File: config.mk
export PLATFORM = sky130hd
export DESIGN_NAME = cpu_bus_cycle_sequencer
export DESIGN_NICKNAME = d
export VERILOG_FILES = /design/src/rtl/bus_seq_pkg.sv /design/src/rtl/cpu_bus_cycle_sequencer.sv
export SDC_FILE = /design/constraint.sdc
export NUM_CORES = 1
export LEC_CHECK = 0
export BUFFER_PORTS_ARGS = -buffer_cell sky130_fd_sc_hd__buf_4
export CORE_MARGIN = 4
export CORE_UTILIZATION = 53
export DETAILED_ROUTE_END_ITERATION = 6
export GPL_TIMING_DRIVEN = 0
export PLACE_DENSITY = 0.82
export SYNTH_ARGS = -nofsm -noshare
export SYNTH_HDL_FRONTEND = slang
export SYNTH_SLANG_ARGS = --single-unit
File: constraint.sdc
create_clock -name core_clk_i -period 10.4 [get_ports core_clk_i]
set_input_delay 1.56 -clock core_clk_i [delete_from_list [all_inputs] [get_ports core_clk_i]]
set_output_delay 1.56 -clock core_clk_i [all_outputs]
set_load 0.01 [all_outputs]
File: src/rtl/bus_seq_pkg.sv
// constants, types and register map of the bus cycle sequencer
package bus_seq_pkg;

  // clocking: core clock is the oscillator, system clock is half of it
  localparam int unsigned CORE_CLK_HZ   = 20_000_000;
  localparam int unsigned SYS_CLK_DIV   = 2;
  localparam int unsigned SYS_CLK_HZ    = CORE_CLK_HZ / SYS_CLK_DIV;

  // reset pin must stay low this many system clocks to restart
  localparam logic [2:0]  RESET_MIN_SYS = 3'h6;
  localparam logic [19:0] RESTART_ADDR  = 20'h00000;

  // register byte offsets on the axi4-lite bus
  localparam logic [7:0]  OFS_WAIT_CTRL = 8'h00;
  localparam logic [7:0]  OFS_STATUS    = 8'h04;

  // field positions in dma_wait_control
  localparam int unsigned MEM_WAIT_LSB  = 6;
  localparam int unsigned IO_WAIT_LSB   = 4;
  localparam logic [7:0]  WAIT_CTRL_RST = 8'hf0;
  localparam logic [3:0]  WAIT_MAX      = 4'hf;

  // axi responses
  localparam logic [1:0]  RESP_OKAY     = 2'h0;
  localparam logic [1:0]  RESP_SLVERR   = 2'h2;

  // machine states, one-hot
  typedef enum logic [6:0] {
    ST_IDLE = 7'h01,
    ST_T1   = 7'h02,
    ST_T2   = 7'h04,
    ST_TS   = 7'h08,
    ST_T3   = 7'h10,
    ST_TI   = 7'h20,
    ST_TX   = 7'h40
  } state_t;

  // machine cycle kinds requested by the core
  typedef enum logic [2:0] {
    CYC_FETCH    = 3'h0,
    CYC_MEM_RD   = 3'h1,
    CYC_MEM_WR   = 3'h2,
    CYC_IO_RD    = 3'h3,
    CYC_IO_WR    = 3'h4,
    CYC_INTERNAL = 3'h5
  } cyc_kind_t;

  // one request from the core
  typedef struct packed {
    cyc_kind_t   kind;
    logic        int_io;
    logic [19:0] addr;
    logic [7:0]  wdata;
  } cmd_t;

endpackage : bus_seq_pkg

File: src/rtl/cpu_bus_cycle_sequencer.sv
// bus cycle sequencer: machine cycles, wait states, reset restart and bus exchange
//
// Chosen here: the register addresses and register access over AXI4-Lite.
`timescale 1ns/1ns
`default_nettype none

module cpu_bus_cycle_sequencer (
  // clock and reset
  input  wire logic                 core_clk_i,
  input  wire logic                 rst_i,
  // axi4-lite slave
  input  wire logic [7:0]           s_axi_awaddr,
  input  wire logic                 s_axi_awvalid,
  output var  logic                 s_axi_awready,
  input  wire logic [31:0]          s_axi_wdata,
  input  wire logic [3:0]           s_axi_wstrb,
  input  wire logic                 s_axi_wvalid,
  output var  logic                 s_axi_wready,
  output var  logic [1:0]           s_axi_bresp,
  output var  logic                 s_axi_bvalid,
  input  wire logic                 s_axi_bready,
  input  wire logic [7:0]           s_axi_araddr,
  input  wire logic                 s_axi_arvalid,
  output var  logic                 s_axi_arready,
  output var  logic [31:0]          s_axi_rdata,
  output var  logic [1:0]           s_axi_rresp,
  output var  logic                 s_axi_rvalid,
  input  wire logic                 s_axi_rready,
  // core request port
  input  wire bus_seq_pkg::cmd_t    cmd_i,
  input  wire logic                 cmd_valid_i,
  output var  logic                 cmd_ready_o,
  output var  logic                 cmd_done_o,
  output var  logic [7:0]           cmd_rdata_o,
  output var  logic                 restart_o,
  // external pins
  output var  logic                 sys_clk_o,
  output var  logic [19:0]          addr_o,
  output var  logic                 addr_oe_o,
  input  wire logic [7:0]           data_i,
  output var  logic [7:0]           data_o,
  output var  logic                 data_oe_o,
  output var  logic                 memory_request_n_o,
  output var  logic                 io_request_n_o,
  output var  logic                 read_strobe_n_o,
  output var  logic                 write_strobe_n_o,
  output var  logic                 ctl_oe_o,
  output var  logic                 opcode_fetch_strobe_n_o,
  input  wire logic                 wait_n_i,
  input  wire logic                 reset_n_i,
  input  wire logic                 bus_request_n_i,
  output var  logic                 bus_grant_n_o,
  output var  logic                 refresh_hold_o
);

  localparam int unsigned SW = 11;

  bus_seq_pkg::state_t state_r;
  bus_seq_pkg::state_t state_nxt;
  bus_seq_pkg::cmd_t   cur_r;
  bus_seq_pkg::cmd_t   cur_nxt;
  logic [SW-1:0]       sync1_r;
  logic [SW-1:0]       sync2_r;
  logic                wait_n_s;
  logic                reset_n_s;
  logic                breq_n_s;
  logic [7:0]          data_s;
  logic                ph_r;
  logic                breq_smp_r;
  logic                wsamp_r;
  logic [2:0]          wcnt_r;
  logic [2:0]          wcnt_load;
  logic [2:0]          rst_cnt_r;
  logic                rst_hit_r;
  logic                restart_pend_r;
  logic [7:0]          wait_ctrl_r;
  logic                accept;
  logic                k_fetch;
  logic                k_write;
  logic                k_io;
  logic                k_mem;
  logic                nph;
  logic                in_wait;
  logic [7:0]          aw_addr_r;
  logic                aw_got_r;
  logic [7:0]          w_data_r;
  logic                w_strb_r;
  logic                w_got_r;
  logic                wr_do;
  logic                ar_do;

  // two-flop synchronisers on every pin input
  always_ff @(posedge core_clk_i or posedge rst_i) begin
    if (rst_i) begin
      sync1_r <= {3'h7, 8'h00};
      sync2_r <= {3'h7, 8'h00};
    end else begin
      sync1_r <= {wait_n_i, reset_n_i, bus_request_n_i, data_i};
      sync2_r <= sync1_r;
    end
  end

  assign wait_n_s  = sync2_r[10];
  assign reset_n_s = sync2_r[9];
  assign breq_n_s  = sync2_r[8];
  assign data_s    = sync2_r[7:0];

  // half-phase of the system clock: 0 first half, 1 second half
  always_ff @(posedge core_clk_i or posedge rst_i) begin
    if (rst_i) begin
      ph_r      <= 1'b0;
      sys_clk_o <= 1'b1;
    end else begin
      ph_r      <= ~ph_r;
      sys_clk_o <= ph_r;
    end
  end

  assign nph    = ~ph_r;
  assign accept = cmd_ready_o & cmd_valid_i;

  // reset pin qualification over whole system clocks
  always_ff @(posedge core_clk_i or posedge rst_i) begin
    if (rst_i) begin
      rst_cnt_r      <= 3'h0;
      rst_hit_r      <= 1'b0;
      restart_pend_r <= 1'b1;
      restart_o      <= 1'b0;
    end else begin
      restart_o <= 1'b0;
      if (reset_n_s) begin
        rst_cnt_r <= 3'h0;
        rst_hit_r <= 1'b0;
      end else if (ph_r && rst_cnt_r != bus_seq_pkg::RESET_MIN_SYS) begin
        rst_cnt_r <= rst_cnt_r + 3'h1;
        rst_hit_r <= (rst_cnt_r + 3'h1) == bus_seq_pkg::RESET_MIN_SYS;
        restart_o <= (rst_cnt_r + 3'h1) == bus_seq_pkg::RESET_MIN_SYS;
      end
      if (rst_hit_r) begin
        restart_pend_r <= 1'b1;
      end else if (accept && cmd_i.kind == bus_seq_pkg::CYC_FETCH) begin
        restart_pend_r <= 1'b0;
      end
    end
  end

  // latch the request, forcing the restart address on the first fetch
  always_comb begin
    cur_nxt = cur_r;
    if (accept) begin
      cur_nxt = cmd_i;
      if (restart_pend_r && cmd_i.kind == bus_seq_pkg::CYC_FETCH) begin
        cur_nxt.addr = bus_seq_pkg::RESTART_ADDR;
      end
    end
  end

  always_ff @(posedge core_clk_i or posedge rst_i) begin
    if (rst_i) begin
      cur_r <= '{kind: bus_seq_pkg::CYC_INTERNAL, int_io: 1'b0, addr: 20'h00000, wdata: 8'h00};
    end else begin
      cur_r <= cur_nxt;
    end
  end

  assign k_fetch = cur_nxt.kind == bus_seq_pkg::CYC_FETCH;
  assign k_write = cur_nxt.kind == bus_seq_pkg::CYC_MEM_WR || cur_nxt.kind == bus_seq_pkg::CYC_IO_WR;
  assign k_io    = cur_nxt.kind == bus_seq_pkg::CYC_IO_RD || cur_nxt.kind == bus_seq_pkg::CYC_IO_WR;
  assign k_mem   = ~k_io & (cur_nxt.kind != bus_seq_pkg::CYC_INTERNAL);

  // programmed stretch count for the cycle being accepted
  always_comb begin
    if (cmd_i.kind == bus_seq_pkg::CYC_IO_RD || cmd_i.kind == bus_seq_pkg::CYC_IO_WR) begin
      if (cmd_i.int_io) begin
        wcnt_load = 3'h0;
      end else begin
        wcnt_load = {1'b0, wait_ctrl_r[bus_seq_pkg::IO_WAIT_LSB +: 2]} + 3'h1;
      end
    end else begin
      wcnt_load = {1'b0, wait_ctrl_r[bus_seq_pkg::MEM_WAIT_LSB +: 2]};
    end
  end

  // falling-edge samples: bus request always, wait in T2 and stretch
  always_ff @(posedge core_clk_i or posedge rst_i) begin
    if (rst_i) begin
      breq_smp_r <= 1'b0;
      wsamp_r    <= 1'b0;
      wcnt_r     <= 3'h0;
    end else if (rst_hit_r) begin
      breq_smp_r <= 1'b0;
      wsamp_r    <= 1'b0;
      wcnt_r     <= 3'h0;
    end else if (accept) begin
      wcnt_r <= wcnt_load;
    end else if (!ph_r) begin
      breq_smp_r <= ~breq_n_s;
      if (state_r == bus_seq_pkg::ST_T2 || state_r == bus_seq_pkg::ST_TS) begin
        wsamp_r <= ~wait_n_s | (wcnt_r != 3'h0);
        if (wcnt_r != 3'h0) begin
          wcnt_r <= wcnt_r - 3'h1;
        end
      end else begin
        wsamp_r <= 1'b0;
      end
    end
  end

  // machine state advances at the end of each system clock
  always_comb begin
    state_nxt = state_r;
    if (rst_hit_r) begin
      state_nxt = bus_seq_pkg::ST_IDLE;
    end else if (ph_r) begin
      case (state_r)
        bus_seq_pkg::ST_IDLE: begin
          if (breq_smp_r) begin
            state_nxt = bus_seq_pkg::ST_TX;
          end else if (accept) begin
            state_nxt = (cmd_i.kind == bus_seq_pkg::CYC_INTERNAL) ? bus_seq_pkg::ST_TI : bus_seq_pkg::ST_T1;
          end
        end
        bus_seq_pkg::ST_T1: state_nxt = bus_seq_pkg::ST_T2;
        bus_seq_pkg::ST_T2: state_nxt = wsamp_r ? bus_seq_pkg::ST_TS : bus_seq_pkg::ST_T3;
        bus_seq_pkg::ST_TS: state_nxt = wsamp_r ? bus_seq_pkg::ST_TS : bus_seq_pkg::ST_T3;
        bus_seq_pkg::ST_T3: state_nxt = breq_smp_r ? bus_seq_pkg::ST_TX : bus_seq_pkg::ST_IDLE;
        bus_seq_pkg::ST_TI: state_nxt = breq_smp_r ? bus_seq_pkg::ST_TX : bus_seq_pkg::ST_IDLE;
        bus_seq_pkg::ST_TX: state_nxt = breq_smp_r ? bus_seq_pkg::ST_TX : bus_seq_pkg::ST_IDLE;
        default:            state_nxt = bus_seq_pkg::ST_IDLE;
      endcase
    end
  end

  always_ff @(posedge core_clk_i or posedge rst_i) begin
    if (rst_i) begin
      state_r <= bus_seq_pkg::ST_IDLE;
    end else begin
      state_r <= state_nxt;
    end
  end

  // request port: ready only for the second half of an idle state
  always_ff @(posedge core_clk_i or posedge rst_i) begin
    if (rst_i) begin
      cmd_ready_o <= 1'b0;
      cmd_done_o  <= 1'b0;
      cmd_rdata_o <= 8'h00;
    end else begin
      cmd_ready_o <= !ph_r && state_r == bus_seq_pkg::ST_IDLE && breq_n_s && !rst_hit_r && reset_n_s;
      cmd_done_o  <= ph_r && !rst_hit_r && (state_r == bus_seq_pkg::ST_T3 || state_r == bus_seq_pkg::ST_TI);
      if (ph_r && state_r != bus_seq_pkg::ST_T3 && state_nxt == bus_seq_pkg::ST_T3 && k_fetch) begin
        cmd_rdata_o <= data_s;
      end else if (!ph_r && state_r == bus_seq_pkg::ST_T3 && !k_fetch && !k_write) begin
        cmd_rdata_o <= data_s;
      end
    end
  end

  assign in_wait = state_nxt == bus_seq_pkg::ST_T2 || state_nxt == bus_seq_pkg::ST_TS;

  // pin outputs registered from the coming state and half
  always_ff @(posedge core_clk_i or posedge rst_i) begin
    if (rst_i) begin
      addr_o                  <= 20'h00000;
      addr_oe_o               <= 1'b1;
      data_o                  <= 8'h00;
      data_oe_o               <= 1'b0;
      memory_request_n_o      <= 1'b1;
      io_request_n_o          <= 1'b1;
      read_strobe_n_o         <= 1'b1;
      write_strobe_n_o        <= 1'b1;
      ctl_oe_o                <= 1'b1;
      opcode_fetch_strobe_n_o <= 1'b1;
      bus_grant_n_o           <= 1'b1;
      refresh_hold_o          <= 1'b0;
    end else begin
      if (state_nxt == bus_seq_pkg::ST_T1) begin
        addr_o <= k_io ? {4'h0, cur_nxt.addr[15:0]} : cur_nxt.addr;
        data_o <= cur_nxt.wdata;
      end
      addr_oe_o     <= state_nxt != bus_seq_pkg::ST_TX;
      ctl_oe_o      <= state_nxt != bus_seq_pkg::ST_TX;
      bus_grant_n_o <= state_nxt != bus_seq_pkg::ST_TX;
      data_oe_o     <= k_write && (in_wait || state_nxt == bus_seq_pkg::ST_T3);
      memory_request_n_o <= ~(k_mem && ((state_nxt == bus_seq_pkg::ST_T1 && nph) || in_wait ||
                             (state_nxt == bus_seq_pkg::ST_T3 && !(k_write && nph))));
      io_request_n_o     <= ~(k_io && (in_wait ||
                             (state_nxt == bus_seq_pkg::ST_T3 && !(k_write && nph))));
      read_strobe_n_o    <= ~(!k_write && ((k_mem && state_nxt == bus_seq_pkg::ST_T1 && nph) ||
                             ((k_mem || k_io) && (in_wait || state_nxt == bus_seq_pkg::ST_T3))));
      write_strobe_n_o   <= ~(k_write && (in_wait || (state_nxt == bus_seq_pkg::ST_T3 && !nph)));
      opcode_fetch_strobe_n_o <= ~(k_fetch && (state_nxt == bus_seq_pkg::ST_T1 || in_wait ||
                                  state_nxt == bus_seq_pkg::ST_T3));
      refresh_hold_o     <= state_nxt == bus_seq_pkg::ST_TS || state_nxt == bus_seq_pkg::ST_TX;
    end
  end

  // axi write side: address and data taken in either order
  assign wr_do = aw_got_r && w_got_r && !s_axi_bvalid;

  always_ff @(posedge core_clk_i or posedge rst_i) begin
    if (rst_i) begin
      aw_got_r      <= 1'b0;
      aw_addr_r     <= 8'h00;
      w_got_r       <= 1'b0;
      w_data_r      <= 8'h00;
      w_strb_r      <= 1'b0;
      s_axi_awready <= 1'b1;
      s_axi_wready  <= 1'b1;
      s_axi_bvalid  <= 1'b0;
      s_axi_bresp   <= bus_seq_pkg::RESP_OKAY;
    end else begin
      if (s_axi_awvalid && s_axi_awready) begin
        aw_got_r      <= 1'b1;
        aw_addr_r     <= s_axi_awaddr;
        s_axi_awready <= 1'b0;
      end
      if (s_axi_wvalid && s_axi_wready) begin
        w_got_r      <= 1'b1;
        w_data_r     <= s_axi_wdata[7:0];
        w_strb_r     <= s_axi_wstrb[0];
        s_axi_wready <= 1'b0;
      end
      if (wr_do) begin
        s_axi_bvalid <= 1'b1;
        s_axi_bresp  <= (aw_addr_r[7:2] == bus_seq_pkg::OFS_WAIT_CTRL[7:2] ||
                         aw_addr_r[7:2] == bus_seq_pkg::OFS_STATUS[7:2]) ?
                        bus_seq_pkg::RESP_OKAY : bus_seq_pkg::RESP_SLVERR;
      end
      if (s_axi_bvalid && s_axi_bready) begin
        s_axi_bvalid  <= 1'b0;
        aw_got_r      <= 1'b0;
        w_got_r       <= 1'b0;
        s_axi_awready <= 1'b1;
        s_axi_wready  <= 1'b1;
      end
    end
  end

  // wait control register; a qualified reset pin forces maximum stretch
  always_ff @(posedge core_clk_i or posedge rst_i) begin
    if (rst_i) begin
      wait_ctrl_r <= bus_seq_pkg::WAIT_CTRL_RST;
    end else if (rst_hit_r) begin
      wait_ctrl_r[7:4] <= bus_seq_pkg::WAIT_MAX;
    end else if (wr_do && w_strb_r && aw_addr_r[7:2] == bus_seq_pkg::OFS_WAIT_CTRL[7:2]) begin
      wait_ctrl_r <= w_data_r;
    end
  end

  // axi read side: one read at a time, answer one edge after the address
  assign ar_do = s_axi_arvalid && s_axi_arready;

  always_ff @(posedge core_clk_i or posedge rst_i) begin
    if (rst_i) begin
      s_axi_arready <= 1'b1;
      s_axi_rvalid  <= 1'b0;
      s_axi_rdata   <= 32'h00000000;
      s_axi_rresp   <= bus_seq_pkg::RESP_OKAY;
    end else begin
      if (ar_do) begin
        s_axi_arready <= 1'b0;
        s_axi_rvalid  <= 1'b1;
        if (s_axi_araddr[7:2] == bus_seq_pkg::OFS_WAIT_CTRL[7:2]) begin
          s_axi_rdata <= {24'h000000, wait_ctrl_r};
          s_axi_rresp <= bus_seq_pkg::RESP_OKAY;
        end else if (s_axi_araddr[7:2] == bus_seq_pkg::OFS_STATUS[7:2]) begin
          s_axi_rdata <= {20'h00000, rst_hit_r, restart_pend_r, ~bus_grant_n_o, wsamp_r, 1'b0, state_r};
          s_axi_rresp <= bus_seq_pkg::RESP_OKAY;
        end else begin
          s_axi_rdata <= 32'h00000000;
          s_axi_rresp <= bus_seq_pkg::RESP_SLVERR;
        end
      end else if (s_axi_rvalid && s_axi_rready) begin
        s_axi_rvalid  <= 1'b0;
        s_axi_arready <= 1'b1;
      end
    end
  end

endmodule : cpu_bus_cycle_sequencer

`default_nettype wire

==> impl_metrics.tcl <==
set metrics [dict create \
    synth-compound-area-share_pct 10.2 \
    antenna_found_initial 1 \
    setup_tns_ns 0 \
    placed_area_sq_um 8370 \
    drc 0 \
    cts_resized 0 \
    grt_setup_unrepaired "no" \
    finalCritPeriodShare_pct 31.2 \
    worstSetupPathType "primary input to flip-flop" \
    synth_xor_area_share_pct 0.501 \
    hold_ws_ns 0.348 \
    area_growth_pct 29.0 \
    synthCells 558 \
    period_needed_ns 3.25 \
    worst_slew_pin_slew_ns 0.725 \
    coreArea_sq_um 12800 \
    clock_sinks 163 \
    yosys.area_share.adder_pct 1.07 \
    wirelength_microns 15800 \
    vias_per_cell 5.31 \
    min_to "sync2_r[7]$_DFF_PP0_" \
    p_leak_nw 4.42 \
    worstHoldPathCells 0 \
    vias 4901 \
    synth_top_family_by_area "multiplexers" \
    vdd_ir_drop_max_mv 0.131 \
    ys_warn_count 0 \
    async_flop_share_pct 100 \
    path_max_fanout 10 \
    clkSlewWorstSetupHoldPaths_ns 0.06 \
    rr_endpoint "cmd_rdata_o[2]$_DFFE_PP0P_" \
    clock_path_buffers 2 \
    first_global_vias 4990 \
    synth_enable_flop_cells 0 \
    cts_tree "done" \
    wl_per_cell_microns 17.1 \
    dieArea_sq_um 15100 \
    relSlewSlack_pct 51.3 \
    cap_violations 0 \
    syn_area_sq_um 7000 \
    antenna_left 0 \
    start_util_pct 54.8 \
    arrival_ns 3.55 \
    reg2reg_from "state_r[5]$_DFF_PP0_" \
    ys_dominant_reg_cell "dfrtp_1" \
    setup_viol 0 \
    drt_first_pass_iters 4 \
    clkLatencyLatePin_ns 0.42 \
    gp_congestion 0.902 \
    reg2reg_depth 8 \
    cts_buffers 17 \
    post-cts-setup-buffers 0 \
    fp.dieH_microns 123 \
    hp-start "sync1_r[7]$_DFF_PP0_" \
    cp.required_ns 10.70 \
    maxSlewViolCount 0 \
    synthMuxAreaShare_pct 12.6 \
    grt-ovfl-total 0 \
    ys_types 61 \
    hold_buffers 0 \
    avgSynthCellArea_sq_um 12.5 \
    hold_violations 0 \
    cp_slowest_stage_delay_ns 0.46 \
    crit_path_end_kind "flip-flop" \
    path_cells "buf_4 -> and2_1 -> clkbuf_1 -> o21a_1 -> o32ai_4 -> nor4bb_4 -> buf_6 -> mux2_4" \
    yosysSeqAreaShare_pct 58.7 \
    dpl.hpwl_microns 11400 \
    power_mw 2.04 \
    ys_seq_elements 163 \
    grt_pass1_wl_microns 24900 \
    clock-skew-final_ns 0.00736 \
    powerDensity_nw_per_um2 226 \
    max_freq_mhz 308 \
    fill_cells 877 \
    hold_path.class "flip-flop to flip-flop" \
    nets 847 \
    track_usage_pct 21.3 \
    pin_count 194 \
    port-buffer-count 139 \
    final_area_sq_um 9030 \
    start_kind "primary input" \
    fp.dieW_microns 123 \
    grt_max_degree 84 \
    status "finished, final reports clean" \
    insertedDiodeCount 0 \
    h-tree-depth 4 \
    drt_iter0_markers 354 \
    cp_slowest_cell "nor4bb_4" \
    reg2reg_slack_ns 7.73 \
    clockRootBuffer "clkbuf_16" \
    yosys.area_share.simple_pct 11.4 \
    drive_gt1_share_pct 40.6 \
    rows 41 \
]
## cell families (layout without fill, tap and decap cells)
logic type,count (synthesis),count (layout)
flip-flops,163,163
XOR/XNOR,4,4
AND/OR/NAND/NOR,152,152
AO/OA/AOI/OAI,96,96
buffers and inverters,66,238
multiplexers,70,70
other,1,22
adder cells (fa/ha/maj),6,6
## layer usage
metal	wire length [microns]	up-vias	global-route usage, %
met5	12	-	0
met4	284	2	7.63
met3	843	23	4.85
met2	8190	155	36.4
met1	6420	2449	26.8
li1	-	2272	-
## synth_stat cells (2+ instances only)
| cell type | n | area share (%) |
|---|---|---|
| dfrtp_1 | 139 | 50 |
| clkbuf_1 | 11 | 0.59 |
| a22o_1 | 21 | 2.6 |
| o211ai_1 | 3 | 0.32 |
| nor2_1 | 26 | 1.4 |
| or3_1 | 2 | 0.18 |
| and2_1 | 3 | 0.27 |
| nand2_1 | 64 | 3.4 |
| a21o_1 | 3 | 0.32 |
| or4_1 | 2 | 0.21 |
| o21a_1 | 2 | 0.21 |
| buf_1 | 3 | 0.16 |
| a22oi_1 | 2 | 0.21 |
| xor2_1 | 3 | 0.38 |
| and4b_1 | 3 | 0.43 |
| nand2b_1 | 5 | 0.45 |
| mux2_2 | 30 | 4.8 |
| nor3_1 | 15 | 1.1 |
| nor4_2 | 3 | 0.54 |
| a32o_1 | 4 | 0.57 |
| buf_6 | 5 | 0.80 |
| inv_1 | 15 | 0.80 |
| o31ai_1 | 3 | 0.32 |
| nor2b_1 | 6 | 0.54 |
| buf_4 | 25 | 2.7 |
| nand4b_1 | 2 | 0.25 |
| nor3_2 | 2 | 0.29 |
| dfstp_2 | 24 | 9.0 |
| a21oi_1 | 26 | 1.9 |
| mux2i_1 | 12 | 1.7 |
| buf_2 | 6 | 0.43 |
| ha_1 | 6 | 1.1 |
| nand3_1 | 8 | 0.57 |
| mux2_4 | 28 | 6.0 |
| o21ai_0 | 20 | 1.4 |
## stage by stage
step | std cells | utilization [%] | setup WS, ns
3_5_place_dp | 891 | 65.5 | 6.68
4_1_cts | 923 | 70.7 | 7.12
6_report | 923 | 70.7 | 7.15
2_1_floorplan | 579 | - | 4.47
3_3_place_gp | 890 | 65.3 | 3.12
5_1_grt | 923 | 70.7 | 7.01
## power breakdown
group	switching [mW]	total, mW	internal [mW]
Clock	0.249	0.689	0.440
Combinational	0.233	0.473	0.240
Sequential	0.0785	0.874	0.795
## critical path: cells and delay by family
family                 cells  cell delay (ns)
muxes                      1             0.32
buffers and inverters      3             0.72
and+or+nand+nor            2             0.57
AOI/OAI and AO/OA          2             0.37
## layout by cell type (no fill, tap or decap), types with 3 or more instances in the layout
cell and count:
clkbuf_16 17, nand2b_1 5, a21oi_1 26, dfrtp_1 139
clkbuf_1 12, mux2_4 28, xor2_1 3, nand3_1 8
o21ai_0 20, mux2_2 30, a21o_1 3, nor2_1 26
a22o_1 21, conb_1 22, and2_1 3, ha_1 6
inv_1 14, and4b_1 3, buf_4 164, o211ai_1 3
buf_1 3, o31ai_1 3, buf_2 6, nor3_1 15
nor4_2 3, buf_6 5, dfstp_2 24, nand2_1 64
inv_6 3, bufinv_16 5, mux2i_1 12, a32o_1 4
nor2b_1 6
## layout make-up
cell class	count	area (sq um)	share of cell area, %
clock inverter	12	201	2.23
buffer	50	327	3.62
clock buffer	20	457	5.06
multi-input combinational	350	2580	28.6
timing repair buffer	140	1070	11.9
sequential	163	4110	45.5
tap	172	215	2.38
inverter	16	65.1	0.721
## state kept, by name, indices dropped and copies added, names as in the netlist, 7 cells and up
name	flops
s_axi_rdata	12
sync1_r	11
cur_r	31
state_r	7
sync2_r	11
wait_ctrl_r	8
w_data_r	8
cmd_rdata_o	8
data_o	8
addr_o	20
## worst max path at each step
stage / to / from / depth (start not counted)
after global placement: s_axi_rdata[7]$_DFFE_PP0P_ / rst_i / 2
after global routing: data_o[1]$_DFFE_PP0N_ / cmd_valid_i / 8
after floorplan: addr_o[0]$_DFFE_PP0N_ / rst_i / 1
after CTS: data_o[1]$_DFFE_PP0N_ / cmd_valid_i / 8
after detailed placement: data_o[2]$_DFFE_PP0N_ / cmd_valid_i / 8
final: data_o[2]$_DFFE_PP0N_ / cmd_valid_i / 8
(Power assumes the default switching activity.)
